===== src/logic/ltt_pkg.sv =====
/*
 * Constants shared by the legacy timer trio: register indices, field
 * positions, mode encodings, reset values and prescaler figures.
 * Assumes a single 40 MHz system clock and a classic Wishbone host.
 */
package ltt_pkg;

	// System clock rate and the divide ratios of the internal count clock.
	localparam int unsigned CLK_HZ   = 40_000_000;
	localparam int unsigned DIV_SLOW = 12;
	localparam int unsigned DIV_FAST = 4;
	localparam int unsigned DIV_BAUD = 2;
	localparam logic [3:0]  PRE_LAST = 4'(DIV_SLOW - 1);
	localparam logic [1:0]  FAST_LAST = 2'(DIV_FAST - 1);

	// Register indices; the byte address on the bus is four times the index.
	localparam logic [7:0] IDX_TMR01_CONTROL = 8'h88;
	localparam logic [7:0] IDX_TMR01_MODE    = 8'h89;
	localparam logic [7:0] IDX_TMR0_CNT_LO   = 8'h8a;
	localparam logic [7:0] IDX_TMR1_CNT_LO   = 8'h8b;
	localparam logic [7:0] IDX_TMR0_CNT_HI   = 8'h8c;
	localparam logic [7:0] IDX_TMR1_CNT_HI   = 8'h8d;
	localparam logic [7:0] IDX_CLK_DIVIDE    = 8'h8e;
	localparam logic [7:0] IDX_TMR2_CONTROL  = 8'hc8;
	localparam logic [7:0] IDX_TMR2_RLD_LO   = 8'hca;
	localparam logic [7:0] IDX_TMR2_RLD_HI   = 8'hcb;
	localparam logic [7:0] IDX_TMR2_CNT_LO   = 8'hcc;
	localparam logic [7:0] IDX_TMR2_CNT_HI   = 8'hcd;

	// Timer 0/1 control register fields.
	localparam int B_TMR1_FLAG = 7;
	localparam int B_TMR1_RUN  = 6;
	localparam int B_TMR0_FLAG = 5;
	localparam int B_TMR0_RUN  = 4;

	// Timer 0/1 mode register: one nibble per timer, timer 1 on top.
	localparam int B_GATE  = 3;
	localparam int B_CSEL  = 2;
	localparam int NIB_HI  = 4;

	// Timer 2 control register fields.
	localparam int B2_FLAG    = 7;
	localparam int B2_EDGE    = 6;
	localparam int B2_RX_SRC  = 5;
	localparam int B2_TX_SRC  = 4;
	localparam int B2_EDGE_EN = 3;
	localparam int B2_RUN     = 2;
	localparam int B2_CSEL    = 1;
	localparam int B2_CPRL    = 0;

	// Clock divide register: one fast-divide bit per timer.
	localparam int B_DIV0 = 3;
	localparam int B_DIV1 = 4;
	localparam int B_DIV2 = 5;

	// Reset values and byte limits.
	localparam logic [7:0]  RST_BYTE  = 8'h00;
	localparam logic [7:0]  BYTE_ONES = 8'hff;
	localparam logic [15:0] WORD_ONES = 16'hffff;
	localparam logic [4:0]  PRE5_ONES = 5'h1f;

	// Timer 0/1 operating modes, encoded as in the mode field.
	typedef enum logic [1:0] {
		LTT_MODE_13BIT   = 2'b00,
		LTT_MODE_16BIT   = 2'b01,
		LTT_MODE_RELOAD8 = 2'b10,
		LTT_MODE_SPLIT   = 2'b11
	} ltt_mode_e;

endpackage


===== src/logic/ltt_timers.sv =====
/*
 * Legacy timer trio: timers 0 and 1 with four modes, and timer 2 with
 * auto-reload, capture and baud generation, behind a Wishbone slave.
 * Assumes count pins are asynchronous and the ISR entry strobes come
 * from the interrupt controller on the same clock.
 */
// Local design decision: register access over Wishbone.
// Notes on behaviour
// - Timers 0/1 tick every 12 clocks, or 4 with the divide bit.
// - Timer 2 ticks every 12 or 4, or 2 in baud.
// - Counter mode counts pin falling edges, sampled.
// - ISR entry clears timer 0/1 overflow flags.
// - Run bit low halts and holds count.
// - Gate bit makes pin gate the counting.
// - Counter select picks pin or divided clock.
// - Mode 00: 5-bit prescaler feeding 8-bit counter.
// - Mode 01: cascaded 16-bit counter.
// - Mode 10: low byte reloads from high.
// - Mode 11 splits timer 0 in two.
// - Timer 2 flag software cleared, blocked in baud.
// - Edge flag set on enabled pin fall.
// - Source bits pick timer 2 or 1 baud.
// - Edge enable gates capture or reload edges.
// - Timer 2 select counts pin or clock.
// - Reload on overflow and enabled edge.
// - Baud mode forces reload; pin select still wins.
// - Auto-reload overflow sets flag, reloads 16 bits.
// - Capture edge copies count into reload pair.
// - Timer 2 run bit low stops counting; an enabled edge still reloads it.
// - One pin feeds timer 2 count and capture.
// - Divide bit picks clock by 4 or 12.
`timescale 1ns/100ps

module ltt_timers
	import ltt_pkg::*;
(
	// Clock and reset.
	input  wire logic        sys_clk_i,
	input  wire logic        rst_i,
	// Wishbone slave.
	input  wire logic        wb_cyc_i,
	input  wire logic        wb_stb_i,
	input  wire logic        wb_we_i,
	input  wire logic [9:0]  wb_adr_i,
	input  wire logic [3:0]  wb_sel_i,
	input  wire logic [31:0] wb_dat_i,
	output logic      [31:0] wb_dat_o,
	output logic             wb_ack_o,
	// External count, gate and capture pins.
	input  wire logic        tmr0_count_pin_i,
	input  wire logic        tmr1_count_pin_i,
	input  wire logic        tmr2_count_pin_i,
	// Interrupt service entry strobes.
	input  wire logic        tmr0_isr_entry_i,
	input  wire logic        tmr1_isr_entry_i,
	// Flags and serial baud ticks.
	output logic             tmr0_ovf_flag_o,
	output logic             tmr1_ovf_flag_o,
	output logic             tmr2_ovf_flag_o,
	output logic             tmr2_edge_flag_o,
	output logic             rx_baud_tick_o,
	output logic             tx_baud_tick_o
);

	// One step of a timer 0/1 count: {overflow, high byte, low byte}.
	function automatic logic [16:0] cnt_step(input ltt_mode_e m,
		input logic [7:0] hi, input logic [7:0] lo);
		logic [16:0] r;
		r = {1'b0, hi, lo};
		case (m)
			LTT_MODE_13BIT: begin
				if (lo[4:0] == PRE5_ONES) begin
					r = {hi == BYTE_ONES, hi + 8'h01, lo[7:5], 5'h00};
				end else begin
					r = {1'b0, hi, lo[7:5], lo[4:0] + 5'h01};
				end
			end
			LTT_MODE_16BIT: r = {{hi, lo} == WORD_ONES, {hi, lo} + 16'h0001};
			LTT_MODE_RELOAD8: begin
				if (lo == BYTE_ONES) r = {1'b1, hi, hi};
				else r = {1'b0, hi, lo + 8'h01};
			end
			default: r = {1'b0, hi, lo}; // Timer 1 holds while it is itself in split mode.
		endcase
		return r;
	endfunction

	// Count source: pin edge or the divided system clock.
	function automatic logic src_tick(input logic csel, input logic fall,
		input logic fast, input logic t4, input logic t12);
		return csel ? fall : (fast ? t4 : t12);
	endfunction

	logic [3:0]  pre_cnt_r;
	logic        tick12, tick4, tick2;
	logic [2:0]  pin_meta_r, pin_sync_r, pin_prev_r;
	logic [2:0]  pin_fall;
	logic        wb_ack_r;
	logic [7:0]  reg_idx, wdat, rd_mux;
	logic        wr_go;
	logic        wr_ctl01, wr_mode01, wr_lo0, wr_lo1, wr_hi0, wr_hi1;
	logic        wr_div, wr_ctl2, wr_rld_lo, wr_rld_hi, wr_cnt2_lo, wr_cnt2_hi;
	logic        tmr0_run_r, tmr1_run_r;
	logic [3:0]  ext_int_bits_r;
	logic [7:0]  tmr01_mode_r;
	logic [2:0]  div_sel_r;
	logic [7:0]  tmr0_lo_r, tmr0_hi_r, tmr1_lo_r, tmr1_hi_r;
	logic        tmr0_ovf_flag_r, tmr1_ovf_flag_r;
	ltt_mode_e   tmr0_mode, tmr1_mode;
	logic        tmr0_en, tmr1_en, tmr0_hi_en;
	logic [16:0] tmr0_step, tmr1_step;
	logic        tmr0_ovf, tmr1_ovf, tmr0_hi_ovf, tmr1_flag_set;
	logic [5:0]  tmr2_ctl_r;
	logic        tmr2_ovf_flag_r, tmr2_edge_flag_r;
	logic [15:0] tmr2_cnt_r, tmr2_rld_r;
	logic        baud_mode, tmr2_en, tmr2_ovf, tmr2_edge_evt;
	logic        rx_baud_r, tx_baud_r;

	// Shared prescaler; the fast and baud ticks are evenly spaced inside it.
	always_ff @(posedge sys_clk_i) begin
		if (rst_i || pre_cnt_r == PRE_LAST) pre_cnt_r <= 4'h0;
		else pre_cnt_r <= pre_cnt_r + 4'h1;
	end
	assign tick12 = (pre_cnt_r == PRE_LAST);
	assign tick4  = (pre_cnt_r[1:0] == FAST_LAST);
	assign tick2  = pre_cnt_r[0];

	// Pins pass two flops; a third stage gives the previous sample.
	// Timer 2 counting and capture both read the same synchronised pin.
	always_ff @(posedge sys_clk_i) begin
		if (rst_i) begin
			pin_meta_r <= 3'h0;
			pin_sync_r <= 3'h0;
			pin_prev_r <= 3'h0;
		end else begin
			pin_meta_r <= {tmr2_count_pin_i, tmr1_count_pin_i, tmr0_count_pin_i};
			pin_sync_r <= pin_meta_r;
			pin_prev_r <= pin_sync_r;
		end
	end
	assign pin_fall = pin_prev_r & ~pin_sync_r;

	// Wishbone: ack one cycle after the request; writes land on the ack edge.
	assign reg_idx = wb_adr_i[9:2];
	assign wdat    = wb_dat_i[7:0];
	assign wr_go   = wb_cyc_i && wb_stb_i && wb_we_i && wb_ack_r && wb_sel_i[0];
	always_ff @(posedge sys_clk_i) begin
		if (rst_i) begin
			wb_ack_r <= 1'b0;
			wb_dat_o <= 32'h0;
		end else begin
			wb_ack_r <= wb_cyc_i && wb_stb_i && !wb_ack_r;
			if (wb_cyc_i && wb_stb_i && !wb_ack_r && !wb_we_i) wb_dat_o <= {24'h0, rd_mux};
		end
	end
	assign wb_ack_o = wb_ack_r;

	// Write decodes for each register.
	assign wr_ctl01   = wr_go && (reg_idx == IDX_TMR01_CONTROL);
	assign wr_mode01  = wr_go && (reg_idx == IDX_TMR01_MODE);
	assign wr_lo0     = wr_go && (reg_idx == IDX_TMR0_CNT_LO);
	assign wr_lo1     = wr_go && (reg_idx == IDX_TMR1_CNT_LO);
	assign wr_hi0     = wr_go && (reg_idx == IDX_TMR0_CNT_HI);
	assign wr_hi1     = wr_go && (reg_idx == IDX_TMR1_CNT_HI);
	assign wr_div     = wr_go && (reg_idx == IDX_CLK_DIVIDE);
	assign wr_ctl2    = wr_go && (reg_idx == IDX_TMR2_CONTROL);
	assign wr_rld_lo  = wr_go && (reg_idx == IDX_TMR2_RLD_LO);
	assign wr_rld_hi  = wr_go && (reg_idx == IDX_TMR2_RLD_HI);
	assign wr_cnt2_lo = wr_go && (reg_idx == IDX_TMR2_CNT_LO);
	assign wr_cnt2_hi = wr_go && (reg_idx == IDX_TMR2_CNT_HI);

	// Read mux; unmapped indices read as zero and still get an ack.
	always_comb begin
		case (reg_idx)
			IDX_TMR01_CONTROL: rd_mux = {tmr1_ovf_flag_r, tmr1_run_r, tmr0_ovf_flag_r,
				tmr0_run_r, ext_int_bits_r};
			IDX_TMR01_MODE:    rd_mux = tmr01_mode_r;
			IDX_TMR0_CNT_LO:   rd_mux = tmr0_lo_r;
			IDX_TMR1_CNT_LO:   rd_mux = tmr1_lo_r;
			IDX_TMR0_CNT_HI:   rd_mux = tmr0_hi_r;
			IDX_TMR1_CNT_HI:   rd_mux = tmr1_hi_r;
			IDX_CLK_DIVIDE:    rd_mux = {2'h0, div_sel_r, 3'h0};
			IDX_TMR2_CONTROL:  rd_mux = {tmr2_ovf_flag_r, tmr2_edge_flag_r, tmr2_ctl_r};
			IDX_TMR2_RLD_LO:   rd_mux = tmr2_rld_r[7:0];
			IDX_TMR2_RLD_HI:   rd_mux = tmr2_rld_r[15:8];
			IDX_TMR2_CNT_LO:   rd_mux = tmr2_cnt_r[7:0];
			IDX_TMR2_CNT_HI:   rd_mux = tmr2_cnt_r[15:8];
			default:           rd_mux = RST_BYTE;
		endcase
	end

	// Plain control registers. Interrupt pin bits are stored only.
	always_ff @(posedge sys_clk_i) begin
		if (rst_i) begin
			tmr0_run_r     <= 1'b0;
			tmr1_run_r     <= 1'b0;
			ext_int_bits_r <= 4'h0;
			tmr01_mode_r   <= RST_BYTE;
			div_sel_r      <= 3'h0;
			tmr2_ctl_r     <= 6'h0;
		end else begin
			if (wr_ctl01) begin
				tmr0_run_r     <= wdat[B_TMR0_RUN];
				tmr1_run_r     <= wdat[B_TMR1_RUN];
				ext_int_bits_r <= wdat[3:0];
			end
			if (wr_mode01) tmr01_mode_r <= wdat;
			if (wr_div) div_sel_r <= {wdat[B_DIV2], wdat[B_DIV1], wdat[B_DIV0]};
			if (wr_ctl2) tmr2_ctl_r <= wdat[5:0];
		end
	end

	// Timer 0/1 enables: run bit, optional pin gate, then the count source.
	assign tmr0_mode = ltt_mode_e'(tmr01_mode_r[1:0]);
	assign tmr1_mode = ltt_mode_e'(tmr01_mode_r[NIB_HI+1:NIB_HI]);
	assign tmr0_en = tmr0_run_r && (!tmr01_mode_r[B_GATE] || pin_sync_r[0]) &&
		src_tick(tmr01_mode_r[B_CSEL], pin_fall[0], div_sel_r[0], tick4, tick12);
	assign tmr1_en = tmr1_run_r && (!tmr01_mode_r[NIB_HI+B_GATE] || pin_sync_r[1]) &&
		src_tick(tmr01_mode_r[NIB_HI+B_CSEL], pin_fall[1], div_sel_r[1], tick4, tick12);
	// Split high half of timer 0 runs off timer 1's run bit and the clock.
	assign tmr0_hi_en = tmr1_run_r && (div_sel_r[0] ? tick4 : tick12);
	assign tmr0_step = cnt_step(tmr0_mode, tmr0_hi_r, tmr0_lo_r);
	assign tmr1_step = cnt_step(tmr1_mode, tmr1_hi_r, tmr1_lo_r);
	assign tmr0_ovf = tmr0_en && ((tmr0_mode == LTT_MODE_SPLIT) ?
		(tmr0_lo_r == BYTE_ONES) : tmr0_step[16]);
	assign tmr0_hi_ovf = (tmr0_mode == LTT_MODE_SPLIT) && tmr0_hi_en &&
		(tmr0_hi_r == BYTE_ONES);
	assign tmr1_ovf = tmr1_en && tmr1_step[16];
	// While timer 0 is split, its high half owns timer 1's flag.
	assign tmr1_flag_set = (tmr0_mode == LTT_MODE_SPLIT) ? tmr0_hi_ovf : tmr1_ovf;

	// Timer 0 count; a software write in the same cycle wins over a tick.
	always_ff @(posedge sys_clk_i) begin
		if (rst_i) begin
			tmr0_lo_r <= RST_BYTE;
			tmr0_hi_r <= RST_BYTE;
		end else begin
			if (tmr0_mode == LTT_MODE_SPLIT) begin
				if (tmr0_en) tmr0_lo_r <= tmr0_lo_r + 8'h01;
				if (tmr0_hi_en) tmr0_hi_r <= tmr0_hi_r + 8'h01;
			end else if (tmr0_en) begin
				{tmr0_hi_r, tmr0_lo_r} <= tmr0_step[15:0];
			end
			if (wr_lo0) tmr0_lo_r <= wdat;
			if (wr_hi0) tmr0_hi_r <= wdat;
		end
	end

	// Timer 1 count; it holds in its own split mode.
	always_ff @(posedge sys_clk_i) begin
		if (rst_i) begin
			tmr1_lo_r <= RST_BYTE;
			tmr1_hi_r <= RST_BYTE;
		end else begin
			if (tmr1_en) {tmr1_hi_r, tmr1_lo_r} <= tmr1_step[15:0];
			if (wr_lo1) tmr1_lo_r <= wdat;
			if (wr_hi1) tmr1_hi_r <= wdat;
		end
	end

	// Timer 0/1 flags: overflow set beats ISR entry, which beats software.
	always_ff @(posedge sys_clk_i) begin
		if (rst_i) begin
			tmr0_ovf_flag_r <= 1'b0;
			tmr1_ovf_flag_r <= 1'b0;
		end else begin
			if (tmr0_ovf) tmr0_ovf_flag_r <= 1'b1;
			else if (tmr0_isr_entry_i) tmr0_ovf_flag_r <= 1'b0;
			else if (wr_ctl01) tmr0_ovf_flag_r <= wdat[B_TMR0_FLAG];
			if (tmr1_flag_set) tmr1_ovf_flag_r <= 1'b1;
			else if (tmr1_isr_entry_i) tmr1_ovf_flag_r <= 1'b0;
			else if (wr_ctl01) tmr1_ovf_flag_r <= wdat[B_TMR1_FLAG];
		end
	end

	// Timer 2 decode. Baud mode runs at half the clock unless the pin counts.
	assign baud_mode = tmr2_ctl_r[B2_RX_SRC] || tmr2_ctl_r[B2_TX_SRC];
	assign tmr2_en = tmr2_ctl_r[B2_RUN] && (tmr2_ctl_r[B2_CSEL] ? pin_fall[2] :
		(baud_mode ? tick2 : (div_sel_r[2] ? tick4 : tick12)));
	assign tmr2_ovf = tmr2_en && (tmr2_cnt_r == WORD_ONES);
	assign tmr2_edge_evt = pin_fall[2] && tmr2_ctl_r[B2_EDGE_EN];

	// Timer 2 count: reload on overflow unless capturing; edge reload too.
	always_ff @(posedge sys_clk_i) begin
		if (rst_i) begin
			tmr2_cnt_r <= 16'h0;
		end else begin
			if (tmr2_ovf) begin
				if (baud_mode || !tmr2_ctl_r[B2_CPRL]) tmr2_cnt_r <= tmr2_rld_r;
				else tmr2_cnt_r <= 16'h0;
			end else if (tmr2_edge_evt && !baud_mode && !tmr2_ctl_r[B2_CPRL]) begin
				tmr2_cnt_r <= tmr2_rld_r;
			end else if (tmr2_en) begin
				tmr2_cnt_r <= tmr2_cnt_r + 16'h0001;
			end
			if (wr_cnt2_lo) tmr2_cnt_r[7:0] <= wdat;
			if (wr_cnt2_hi) tmr2_cnt_r[15:8] <= wdat;
		end
	end

	// Reload/capture pair. Baud mode never captures, since it must reload.
	always_ff @(posedge sys_clk_i) begin
		if (rst_i) begin
			tmr2_rld_r <= 16'h0;
		end else begin
			if (tmr2_edge_evt && !baud_mode && tmr2_ctl_r[B2_CPRL]) tmr2_rld_r <= tmr2_cnt_r;
			if (wr_rld_lo) tmr2_rld_r[7:0] <= wdat;
			if (wr_rld_hi) tmr2_rld_r[15:8] <= wdat;
		end
	end

	// Timer 2 flags: hardware set wins over a software clear.
	always_ff @(posedge sys_clk_i) begin
		if (rst_i) begin
			tmr2_ovf_flag_r  <= 1'b0;
			tmr2_edge_flag_r <= 1'b0;
		end else begin
			if (tmr2_ovf && !baud_mode) tmr2_ovf_flag_r <= 1'b1;
			else if (wr_ctl2) tmr2_ovf_flag_r <= wdat[B2_FLAG];
			if (tmr2_edge_evt) tmr2_edge_flag_r <= 1'b1;
			else if (wr_ctl2) tmr2_edge_flag_r <= wdat[B2_EDGE];
		end
	end

	// Serial baud ticks, one registered pulse per chosen overflow.
	always_ff @(posedge sys_clk_i) begin
		if (rst_i) begin
			rx_baud_r <= 1'b0;
			tx_baud_r <= 1'b0;
		end else begin
			rx_baud_r <= tmr2_ctl_r[B2_RX_SRC] ? tmr2_ovf : tmr1_ovf;
			tx_baud_r <= tmr2_ctl_r[B2_TX_SRC] ? tmr2_ovf : tmr1_ovf;
		end
	end

	assign tmr0_ovf_flag_o  = tmr0_ovf_flag_r;
	assign tmr1_ovf_flag_o  = tmr1_ovf_flag_r;
	assign tmr2_ovf_flag_o  = tmr2_ovf_flag_r;
	assign tmr2_edge_flag_o = tmr2_edge_flag_r;
	assign rx_baud_tick_o   = rx_baud_r;
	assign tx_baud_tick_o   = tx_baud_r;
endmodule


===== config.mk =====
export PLATFORM = sky130hd
export DESIGN_NAME = ltt_timers
export DESIGN_NICKNAME = d
export VERILOG_FILES = /design/src/logic/ltt_pkg.sv /design/src/logic/ltt_timers.sv
export SDC_FILE = /design/constraint.sdc
export NUM_CORES = 1
export LEC_CHECK = 0
export BUFFER_PORTS_ARGS = -buffer_cell sky130_fd_sc_hd__buf_2
export CAP_MARGIN = 40
export CORE_UTILIZATION = 31
export DETAILED_ROUTE_END_ITERATION = 12
export GPL_ROUTABILITY_DRIVEN = 1
export PLACE_DENSITY = 0.51
export SLEW_MARGIN = 20
export SYNTH_ARGS = -nofsm -noshare
export SYNTH_HDL_FRONTEND = slang
export SYNTH_SLANG_ARGS = --single-unit

===== constraint.sdc =====
create_clock -name sys_clk_i -period 2.3 [get_ports sys_clk_i]
set_input_delay 0.23 -clock sys_clk_i [delete_from_list [all_inputs] [get_ports sys_clk_i]]
set_output_delay 0.23 -clock sys_clk_i [all_outputs]
set_load 0.005 [all_outputs]

======== After elaboration in Yosys (flattened, before gate mapping) ========
Cells that the tools add are included.
operators by class
  add/sub/neg operators ................... 10
  equality and inequality tests ........... 35
  multiplexer cells ....................... 49
  bitwise gates (word level) .............. 2
  reduce and logical (&&, ||, !) cells .... 71
operators by type and width
  kind                                                             count
  8-bit equality test, second input constant                       16
  8-bit two-way mux                                                16
  17-bit case mux with 3 select lines                              2
  8-bit case mux with 12 select lines                              1
  16-bit two-way mux                                               5
  17-bit two-way mux                                               4
  16-bit by 1-bit adder with 16-bit output, second input constant  3
  16-bit equality test, second input constant                      3
  1-bit logical AND                                                34
  8-bit by 1-bit adder with 8-bit output, second input constant    4
  1-bit two-way mux                                                21
  4-bit nonzero test                                               5
  3-bit nonzero test                                               5
  2-bit nonzero test                                               7
  3-bit inequality test, second input constant                     4
  5-bit by 1-bit adder with 5-bit output, second input constant    2
  5-bit equality test, second input constant                       2
  2-bit equality test, second input constant                       4
  1-bit logical NOT                                                6
  3-bit AND reduction                                              2
  1-bit logical OR                                                 5
  5-bit AND reduction                                              1
  5-bit nonzero test                                               1
  4-bit by 1-bit adder with 4-bit output, second input constant    1
  other kinds (9)                                                  13
storage, ports and cells
  flip-flop bits (word level) ............. 115
  output and inout bits ................... 39

======== Longest topological paths before layout ========
  word-level depth ........................ 9
  depth in mapped cells ................... 10

======== Worst setup path before layout ========
OpenSTA, ideal clock, no wires.
  path kind ............................... register to register
  start ................................... register tmr01_mode_r[0]
  end ..................................... register tmr0_hi_r[0]
  arrival time ............................ 2.198 ns
  data required time ...................... 2.226 ns
  setup slack ............................. 0.027 ns
  cell stages (with the launch flop) ...... 11
  period minus slack after synthesis ...... 2.273 ns
  cell sequence ........................... dfxtp_1 inv_1 ha_1 clkbuf_1 nor2_1 o21ai_0 o31a_1 or2_1 buf_6 or4_1 a31oi_1
on the way
  word-level cells in the longest chain between the ends .. 5
  elaborated cells between the ends (all ways) .. 14
  classes of those cells .................. eq/ne (6); mux (4); reduce/logical (4)
RTL lines
  item                                               RTL line           text
  start, declared                                    ltt_timers.sv:105  logic [7:0] tmr01_mode_r;
  start signal, assigned                             ltt_timers.sv:207  if (wr_mode01) tmr01_mode_r <= wdat;
  2-bit equality test, or another cell as far along  ltt_timers.sv:70   case (m)
  17-bit case mux with 3 select lines                ltt_timers.sv:70
  8-bit two-way mux                                  ltt_timers.sv:241  end else if (tmr0_en) begin
  8-bit two-way mux                                  ltt_timers.sv:238  if (tmr0_mode == LTT_MODE_SPLIT) begin
  8-bit two-way mux                                  ltt_timers.sv:245  if (wr_hi0) tmr0_hi_r <= wdat;
  end signal, assigned                               ltt_timers.sv:240  if (tmr0_hi_en) tmr0_hi_r <= tmr0_hi_r + 8'h01;
  end signal, assigned                               ltt_timers.sv:242  {tmr0_hi_r, tmr0_lo_r} <= tmr0_step[15:0];
  end signal, assigned                               ltt_timers.sv:245
  end, declared                                      ltt_timers.sv:107  logic [7:0] tmr0_lo_r, tmr0_hi_r, tmr1_lo_r, tmr1_hi_r;
Parallel ways exist; a longest one is shown, timed or not. The select of a mux whose other input is x is not followed.
A chain may end at the register's enable or synchronous reset.

======== Final worst setup path ========
  start ................................... register tmr1_lo_r[1]
  end ..................................... register tmr1_lo_r[3]
on the way
  word-level cells in the longest chain between the ends .. 5
  elaborated cells between the ends (all ways) .. 10
  classes of those cells .................. add/sub (3); eq/ne (2); mux (5)
RTL lines
  item                                                                  RTL line                            text
  start, declared                                                       ltt_timers.sv:107
  start signal, assigned                                                ltt_timers.sv:255                   if (tmr1_en) {tmr1_hi_r, tmr1_lo_r} <= tmr1_step[15:0];
  start signal, assigned                                                ltt_timers.sv:256                   if (wr_lo1) tmr1_lo_r <= wdat;
  8-bit by 1-bit adder with 8-bit output, or another cell as far along  ltt_timers.sv:81                    else r = {1'b0, hi, lo + 8'h01};
  17-bit two-way mux (on tied branches)                                 ltt_timers.sv:80, ltt_timers.sv:72
  17-bit case mux with 3 select lines (*)                               ltt_timers.sv:70
  8-bit two-way mux (*)                                                 ltt_timers.sv:255
  8-bit two-way mux (*)                                                 ltt_timers.sv:256
Mark *: on every way between the ends. The rest lies on a longest branch, timed or not. The select of a mux whose other input is x is not followed.

==> summary.txt <==
Status: completed
Slew @ Worst Pin: 593 ps
Area Growth Syn to Fin: 21.5%
Hold path startpoint: tmr2_count_pin_i
Setup CP Type: flip-flop to flip-flop
Post-route ant nets: 0
Depth of the CTS H-tree: 4
Relative slew slack: 60.5%
Placer Congestion: 0.958
Core Rows: 57
Leading cell type in the layout, fill and taps excluded: dfxtp_1
Reg-to-reg startpoint: tmr1_lo_r[1]
Global-route wire length before repair: 46700 µm
Fraction of registers with async set or reset after synthesis: 0%
Setup TNS: 0 ps
Share of post-route cells with drive strength above 1: 18.3%
Final period util: 93.8%
Flop2flop setup slack: 140 ps
DR iter-0 viols: 683
Crit. End Element: flip-flop
CTS root buf: clkbuf_16
CTS tree: built
Commonest non-fill, non-tap cells in the layout: 113 x dfxtp_1, 111 x buf_4, 103 x nand2_1, 101 x nor2_1, 68 x a21oi_1
Final Hold Fails: 0
Worst hold endpoint: pin_meta_r[2]
Fillers: 2562
Clk network pwr share: 53.7%
Grt ovf: 0
Clock Latency Late Sink: 430 ps
Nets: 1201
Final Setup Violations: 0
Starting density of the core: 31.8%
Worst hold path cell count: 2
Total track usage: 24.0%
Sequential-to-total area share from yosys stat: 29.6%
Maxcap violations: 0
Total wire length: 31000 µm
Worst reg2reg endpoint: tmr1_lo_r[3]
Num CTS Buffers: 17
Met2 Use GR: 35.5%
Drt pass-1 iters: 5
GRT Max-Usage Layer: met2
IR drop worst, VDD: 0.365 mV
Drc violations: 0
IO Pins: 95
Finished Cell Area: 9450 µm²
Synth Cell Area: 7770 µm²
Fin Hold WS: 13.5 ps
CTS max path bufs: 2
IO Port Bufs: 41
Fmax: 464 MHz
DR vias/cell: 5.81
Cts hold-fix bufs: 0
Reg2reg path depth: 7
Unique masters post-synth: 80
Psw: 1250 µW
Pwr Density: 527 nW/µm²
CTS clk-pin slew, worst paths: 50 ps
Core Footprint: 24500 µm²
Comb power frac: 5.8%
Main synth FF type: dfxtp_1
Grt met3 use: 4.34%
HP Class: primary input to flip-flop
Flops & latches, synth: 115
CP Launch Type: flip-flop
Die Y: 160 µm
Chip Width: 160 µm
Internal: 3730 µW
Via count: 8509
Max Slew Vio Count: 0
Yosys warning total: 0
Die area: 25700 µm²
Drt wl/cell: 21.2 µm
Post-synthesis cell count: 1029
Post-placement setup slack: 80.2 ps
DP HPWL: 22800 µm
DP Area: 8840 µm²
Largest net degree at the start of global routing: 36
Crit Path Max Fanout: 6
RSZ-0062 raised after global routing: no
Number of global-route vias before repair: 7750
Diode count: 0
Setup ws final: 144 ps
Part of the power in registers: 40.5%
Antenna violations before repair: 0
Met1 GRT Util: 33.9%
Sw Share: 25.1%
Clk sink count: 115
Final min period: 2160 ps
LEAKAGE: 0.00342 µW
Syn avg cell area: 7.56 µm²
Clk_skew: 8.30 ps
Arrival time worst endpoint: 2450 ps
Post-synth EDFFs: 0
Req. time, crit path: 2590 ps
==> worst max-delay path: stages (launching register included) <==
cell and delay, ps:
dfxtp_1 540, ha_1 230, and4_1 310, a21oi_1 140, o21ai_0 310, nor3_1 100
a311oi_1 280, o32ai_1 120
==> Yosys cell counts, drive strengths merged (18+ instances only) <==
library cell  instances  share of area (%)
a221oi               24                2.7
buf                  50                4.0
a31oi                21                1.7
nor2b                18                1.5
dfxtp               115                 30
clkbuf               45                2.2
nor3                 43                3.0
nor2                103                5.0
a21oi                68                4.4
o21ai                66                4.2
and3                 20                1.6
inv                  25                1.2
nand3                47                3.0
a211oi               27                2.6
mux2i                36                4.6
nand2               103                5.0
==> area by class of cell <==
type                            instances  area [µm²]  area share, %
Inverter                               25        93.8          0.993
Clock inverter                         12         133           1.40
Tap cell                              324         405           4.29
Sequential cell                       115        2300           24.4
Multi-Input combinational cell        817        5000           53.0
Timing Repair Buffer                  152        1050           11.2
Clock buffer                           19         453           4.79
==> how the worst max path moves through the flow <==
| stage | from | slack, ps | to |
|---|---|---|---|
| after floorplan | tmr01_mode_r[0] | 30 | tmr0_hi_r[0] |
| after detailed placement | tmr01_mode_r[0] | 80 | tmr0_hi_r[0] |
| after CTS | pre_cnt_r[0] | 70 | tmr2_cnt_r[7] |
| final | tmr1_lo_r[1] | 140 | tmr1_lo_r[3] |
| after global routing | pre_cnt_r[0] | 8 | tmr1_lo_r[6] |
| after global placement | tmr1_lo_r[1] | 110 | tx_baud_tick_o |
==> per-layer routing <==
metal	share of wire, %	wire, µm	up-vias
li1	-	-	4024
met1	46	14100	4066
met4	3.2	1000	0
met5	0	0	-
met2	43	13400	362
met3	8.0	2470	57
==> what timing repair did <==
item                                    in CTS  in global routing
gates resized for setup                      0                  7
endpoints found under the setup margin       0                 12
buffers inserted                             0                  1
==> registers in the layout, summed over array words and instances (netlist names), 3 cells and up <==
signal / flops
tmr1_lo_r: 8
tmr2_ctl_r: 6
pre_cnt_r: 4
ext_int_bits_r: 4
tmr2_rld_r: 16
pin_sync_r: 3
pin_prev_r: 3
tmr0_hi_r: 8
pin_meta_r: 3
tmr2_cnt_r: 16
div_sel_r: 3
tmr01_mode_r: 8
wb_dat_o: 8
tmr1_hi_r: 8
tmr0_lo_r: 8
==> metrics by stage <==
stage	std cells	utilization (%)	total power [µW]
finish	1464	38.6	4980
global route	1464	38.6	5120
CTS	1463	38.5	5020
detailed placement	1432	36.1	2340
global placement	1432	36.1	2340
floorplan	1052	-	2240
==> power by group through the flow <==
stage | clock network [µW] | logic, µW | registers, µW
finish | 2680 | 291 | 2020
detailed placement | 0 | 284 | 2060
global route | 2800 | 310 | 2020
CTS | 2720 | 284 | 2020
floorplan | 0 | 178 | 2060
global placement | 0 | 283 | 2060
==> kinds of logic (layout without fill, tap and decap cells) <==
kind of cell / after synthesis / count (layout) / synth area share (%)
buffers and inverters: 120 / 208 / 7.40
AOI/OAI and AO/OA: 313 / 313 / 27.7
muxes: 40 / 40 / 5.21
and+or+nand+nor: 417 / 417 / 26.6
adders and majority gates: 17 / 17 / 2.74
DFF: 115 / 115 / 29.6
other: 1 / 24 / 0.0482
xor gates and xnor gates: 6 / 6 / 0.676
(Power assumes the default switching activity.)
